==> config.mk <==
export PLATFORM = sky130hd
export DESIGN_NAME = afc_abs_watch
export DESIGN_NICKNAME = d
export VERILOG_FILES = /design/src/logic/afc_pkg.sv /design/src/logic/afc_abs_watch.sv
export SDC_FILE = /design/constraint.sdc
export NUM_CORES = 1
export LEC_CHECK = 0
export CORE_UTILIZATION = 65
export CTS_CLUSTER_SIZE = 20
export DETAILED_ROUTE_END_ITERATION = 12
export DONT_BUFFER_PORTS = 1
export MAX_ROUTING_LAYER = met4
export PLACE_DENSITY = 0.86
export SLEW_MARGIN = 40
export SYNTH_ARGS = -nofsm -noshare
export SYNTH_HDL_FRONTEND = slang
export SYNTH_SLANG_ARGS = --single-unit
==> constraint.sdc <==
create_clock -name clk_i -period 3.52 [get_ports clk_i]
set_input_delay 0.528 -clock clk_i [delete_from_list [all_inputs] [get_ports clk_i]]
set_output_delay 0.528 -clock clk_i [all_outputs]
set_load 0.05 [all_outputs]
==> src/logic/afc_pkg.sv <==
package afc_pkg;

  localparam int unsigned CLK_MHZ = 100;
  localparam int unsigned POS_W = 32;
  localparam int unsigned CODE_W = 16;

  // Absolute encoder answer window after a read request
  localparam int unsigned ABS_TIMEOUT_US = 1000;
  localparam int unsigned ABS_TIMEOUT_CYC = ABS_TIMEOUT_US * CLK_MHZ;
  localparam int unsigned ABS_CNT_W = 17;

  localparam logic [15:0] CODE_NONE = 16'h0000;
  localparam logic [15:0] CODE_CW_SOFT = 16'h0043;
  localparam logic [15:0] CODE_CCW_SOFT = 16'h0044;
  localparam logic [15:0] CODE_ORIGIN = 16'h0045;
  localparam logic [15:0] CODE_SERVO = 16'h0046;
  localparam logic [15:0] CODE_PRESET = 16'h0047;
  localparam logic [15:0] CODE_ESTOP = 16'h0048;
  localparam logic [15:0] CODE_ABS_LINK = 16'h0049;

  typedef enum logic [1:0] {
    STOP_NONE = 2'h0,
    STOP_DECEL = 2'h1,
    STOP_ACCUM = 2'h2,
    STOP_EMERG = 2'h3
  } afc_stop_t;

  typedef enum logic [2:0] {
    CMD_MOVE = 3'h0,
    CMD_MANUAL = 3'h1,
    CMD_COORD_SET = 3'h2,
    CMD_POS_CHANGE = 3'h3,
    CMD_PRESET = 3'h4
  } afc_cmd_t;

  typedef enum logic [1:0] {
    ST_CLEAR = 2'b01,
    ST_FAULT = 2'b10
  } afc_state_t;

endpackage

==> src/logic/afc_abs_watch.sv <==
`timescale 1ns/100ps
module afc_abs_watch #(
  parameter int unsigned TIMEOUT_CYC = afc_pkg::ABS_TIMEOUT_CYC
) (
  input wire logic clk_i,
  input wire logic rst_n_i,
  input wire logic req_i,
  input wire logic data_valid_i,
  input wire logic comm_err_i,
  output logic waiting_o,
  output logic fault_o
);

  typedef struct packed {
    logic waiting;
    logic [afc_pkg::ABS_CNT_W-1:0] cnt;
    logic fault;
  } afc_abs_t;

  afc_abs_t cur;
  afc_abs_t next_cur;

  always_comb
  begin
    next_cur = cur;
    next_cur.fault = 1'b0;
    if (cur.waiting)
    begin
      if (comm_err_i)
      begin
        // Corrupted transfer while receiving position data [RULE_11]
        next_cur.waiting = 1'b0;
        next_cur.fault = 1'b1;
      end
      else if (data_valid_i)
      begin
        next_cur.waiting = 1'b0;
      end
      else if (cur.cnt == afc_pkg::ABS_CNT_W'(TIMEOUT_CYC - 1))
      begin
        // Encoder never answered [RULE_10]
        next_cur.waiting = 1'b0;
        next_cur.fault = 1'b1;
      end
      else
      begin
        next_cur.cnt = cur.cnt + 1'b1;
      end
    end
    else if (req_i)
    begin
      next_cur.waiting = 1'b1;
      next_cur.cnt = '0;
    end
  end

  always_ff @(posedge clk_i or negedge rst_n_i)
  begin
    if (!rst_n_i)
    begin
      cur <= '0;
    end
    else
    begin
      cur <= next_cur;
    end
  end

  assign waiting_o = cur.waiting;
  assign fault_o = cur.fault;

  chk_abs_comm_err: assert property (@(posedge clk_i) disable iff (!rst_n_i) // [RULE_11]
    cur.waiting && comm_err_i |=> fault_o && !waiting_o)
    else $error("comm error while waiting did not raise link fault");

endmodule // afc_abs_watch

======== After elaboration in Yosys (flattened, before gate mapping) ========
Cells that the tools add are included.
operators by class
  $add $sub $neg .......................... 1
  equality and inequality tests ........... 4
  muxes and demuxes ....................... 11
  reductions and logical operators ........ 2
operators by type and width
  kind                     number
  $mux W18                 3
  $mux W17                 2
  $add A17 B1 Y17 const B  1
  $eq A17 B17 Y1 const B   1
  $mux W1                  6
  $ne A2 B2 Y1 const B     3
  $reduce_and A4 Y1        1
  $reduce_bool A2 Y1       1
storage, ports and cells
  flip-flop bits (word level) ............. 19
  input bits .............................. 5
  output and inout port bits .............. 2
  word-level logic and storage cells ...... 21

======== Depth between registers and ports, before layout ========
  word-level depth ........................ 5
  gate-level depth with buffers ........... 7
  gate-level depth less buffers ........... 6

======== Least setup slack after synthesis ========
OpenSTA, ideal clock, no wires.
  path type ............................... register -> register
  start ................................... reg cur[7] in the netlist's numbering
  end ..................................... reg cur[12] in the netlist's numbering
  setup time .............................. 82 ps
  arrival ................................. 2037 ps
  required time ........................... 3438 ps
  path slack .............................. 1401 ps
  stages on the path, launching flop included .. 7
  path buffers ............................ 1
  period minus slack after synthesis ...... 2119 ps
  cell sequence ........................... dfrtp_1 -> or4b_4 -> or4_4 -> buf_6 -> a21oi_4 -> inv_4 -> a31oi_1
on the way
  cells in the longest elaborated chain, start to end .. 5
  elaborated cells between the ends (all ways) .. 8
  those cells by class .................... 1 x add/sub; 2 x eq/ne; 4 x mux; 1 x reduce/logical
ends and longest elaborated chain
  element                 RTL line             source
  from (decl)             afc_abs_watch.sv:20  afc_abs_t cur;
  from (signal assigned)  afc_abs_watch.sv:65  cur <= next_cur;
  $add A17 B1 Y17         afc_abs_watch.sv:47  next_cur.cnt = cur.cnt + 1'b1;
  $mux W17                afc_abs_watch.sv:39  else if (cur.cnt == afc_pkg::ABS_CNT_W'(TIMEOUT_CYC - 1))
  $mux W18                afc_abs_watch.sv:35  else if (data_valid_i)
  $mux W17                afc_abs_watch.sv:29  if (comm_err_i)
  $mux W18                afc_abs_watch.sv:27  if (cur.waiting)
Several ways; a longest one is shown, not always the timed one. The select of a mux whose other input is x is not followed.
A chain may end at the register's enable or synchronous reset.

======== Final worst setup path ========
  start ................................... reg cur (netlist bit waiting_o)
  end ..................................... reg cur[17] in the netlist's numbering
on the way
  cells in the longest elaborated chain, start to end .. 2
  elaborated cells between the ends (all ways) .. 6
  those cells by class .................... 3 x eq/ne; 1 x mux; 2 x reduce/logical
ends and longest elaborated chain
  element
  $ne A2 B2 Y1 (no line) / $reduce_bool A2 Y1 (equally long branches)
  $reduce_and A4 Y1 (no line)
Several ways; a longest one is shown, not always the timed one.

==> summary.md <==
| Metric | Value |
|---|---|
| Status | finished clean |
| Cell area after synthesis | ~0.0012 mm² |
| CP Max Fanout | 9 |
| Sequential area share after synthesis | 0.395 |
| Worst hold slack | ~0.14 ns |
| Area contributors post-synth | dfrtp_1, mux2i_1, nor2_1 |
| Hold/Removal Path Class | in2async |
| Sink Count | 19 |
| Tot GR Track Use | 0.325 |
| Worst r2r src | waiting_o$_DFF_PN0_ |
| Drt pass-1 iters | 4 |
| HPWL Detailed | roughly 2000 µm |
| Leakage | between 0.0005 and 0.0006 µW |
| Post-synth top area share | 0.395 |
| Unrepaired setup endpoints after global routing | no |
| Residual DRC | 0 |
| Sequential cell area | 475 µm² |
| Design area | between 0.001 and 0.0015 mm² |
| Final core utilization | 0.720 |
| Die W | between 40 and 50 µm |
| Via count | 1105 |
| FMAX | 420 MHz |
| Dominant synthesized flop cell | dfrtp_1 |
| Layout fillers | between 100 and 150 |
| Full die area | about 0.0020 mm² |
| Setup crit start | waiting_o$_DFF_PN0_ |
| Critical path capture point type | flop |
| Post-route setup TNS | 0 ns |
| Mapped Nets | ~140 |
| CTS tree | built |
| Std-Cell Rows | 15 |
| Core area | 0.00173 mm² |
| Worst Tran Pin Value | ~0.86 ns |
| Max clock buf depth | 2 |
| Fraction of layout cells with a size suffix above 1 | 0.0687 |
| Initial DRC count | 32 |
| Slowest stage delay, CP | approximately 0.76 ns |
| DRT Wirelength | about 2700 µm |
| Delay-heaviest family, CP | simple AND/OR/NAND/NOR gates |
| Setup violations, final | 0 |
| Syn Area/Cell | a little over 9 µm² |
| Multi-input gate area | 683 µm² |
| WP data required | 3.71 ns |
| Chip height | roughly 45 µm |
| Post-place setup slack | 1.19 ns |
| GR Overflow Total | 0 |
| Worst-path clk slew | around 0.10 ns |
| H-tree depth | 1 |
| Reg2Reg Setup Slack | 1.14 ns |
| Placed cell areas | roughly 0.0012 mm² |
| Initial core utilization | 0.696 |
| Diode count | 0 |
| Synth area leader | dfrtp_1 |
| Most frequent cells in the layout | dfrtp_1, nor2_1, nand3_1, a31oi_1, nand2_1 |
| Clk_lat worst skew | ~0.30 ns |
| Vias in the first global route | ~1000 |
| Max-cap violation count | 0 |
| Final Cycle Share | 0.677 |
| Num ports | 7 |
| Fraction of registers with async set/reset | 1.00 |
| Vias/cell | around 7.1 |
| Max-slew violations | 0 |
| WP data arrival | ~2.6 ns |
| Global-route wire length before repair | approximately 4500 µm |
| Buf/Inv on CP | 0 |
| Startpoint Class | flop |
| Layout area overhead | 3.33% |
| Initial antenna violation count | 0 |
| Mapped Cells | 130 |
| CP cell instances | nand2b_1 -> nor2_1 -> a21oi_4 -> a221o_1 |
| Worst IR Drop VDD | approximately 270 µV |
| Min Clock Period, post-route | roughly 2.4 ns |
| Final hold vios | 0 |
| Commonest non-fill, non-tap cell in the layout | dfrtp_1 |
| Antenna Nets Post-Route | 0 |
| Critical path class | reg2reg |
| Total CTS buffers | 3 |
| Slack of the critical path | about 1.1 ns |
| Number of library cell types mapped by synthesis | slightly above 40 |
| Nets | 138 |
| Final setup skew | approximately 0.0017 ns |
| Pin count of the biggest net entering global routing | 20 |
| Final Wtd Congestion | roughly 0.92 |
| Power per cell area | just over 300 mW/mm² |
| PortBufs | 0 |
| Yosys reg bits | 19 |
| Syn. warnings | 0 |
| Root Driver | clkbuf_4 |
| WL/cell | between 15 and 20 µm |
| Number of enable flip-flop cells after synthesis | 0 |
| Slew headroom | 0.420 |
| Critical path's slowest cell | dfrtp_1 |
cell families after synthesis:
family / share of synthesized area
AO/OA/AOI/OAI: 0.207
adder cells (fa/ha/maj): 0.0104
buffers and inverters: 0.0364
flip-flops: 0.395
multiplexers: 0.0416
AND/OR/NAND/NOR: 0.309
per-layer routing:
layer | wire length, µm | vias to the layer above | global-route usage
li1 | - | 517 | -
met1 | 1200 | 513 | 0.439
met2 | 1240 | 64 | 0.470
met3 | 215 | 11 | 0.0360
met4 | 86 | 0 | 0.188
met5 | 0 | - | -
power by group:
part	leakage (µW)	internal, µW	switching [µW]
clock	0.0000150	44.2	66.9
combinational	0.000266	11.6	25.1
sequential	0.000262	223	14.4
total	0.000543	279	106
sequential cells by signal, summed over array words and instances (netlist names):
signal,flops
fault_o,1
waiting_o,1
cur,17
final cells by class:
class / count / share of cell area
multi-input cells: 102 / 0.550
clock buffers: 4 / 0.0211
flip-flops and latches: 19 / 0.383
inverters: 5 / 0.0171
repair buffers: 1 / 0.00403
well taps: 25 / 0.0252
timing repair:
item                      in CTS  in global routing
hold buffers                   1                  0
buffers inserted               0                  0
gates resized for setup        0                  0
hold endpoints to repair      19                  0
stage by stage:
| stage | total power, µW | instances |
|---|---|---|
| floorplan | 266 | 130 |
| global placement | 272 | 151 |
| detailed placement | 274 | 151 |
| CTS | 387 | 156 |
| global route | 404 | 156 |
| finish | 385 | 156 |
worst paths after layout:
check	end	cells past startpoint
setup / recovery	cur[17]$_DFFE_PN0P_	4
hold / removal	cur[1]$_DFFE_PN0P_	1
setup reg to reg	cur[17]$_DFFE_PN0P_	4
hold reg to reg	cur[16]$_DFFE_PN0P_	1
max in group asynchronous	cur[11]$_DFFE_PN0P_	1
min in group clk_i	fault_o$_DFF_PN0_	1
cell usage after synthesis (3+ instances only):
cell type / number
and4_1: 4
nor2_1: 13
nand3_1: 7
a41oi_1: 3
and3_1: 5
nor3_1: 3
mux2i_1: 5
nand4_1: 5
nor4_1: 3
clkbuf_1: 3
o21ai_1: 5
nand2_1: 6
a21o_1: 3
a31oi_1: 7
dfrtp_1: 19
inv_1: 4
Power figures use the tool's default switching activity.
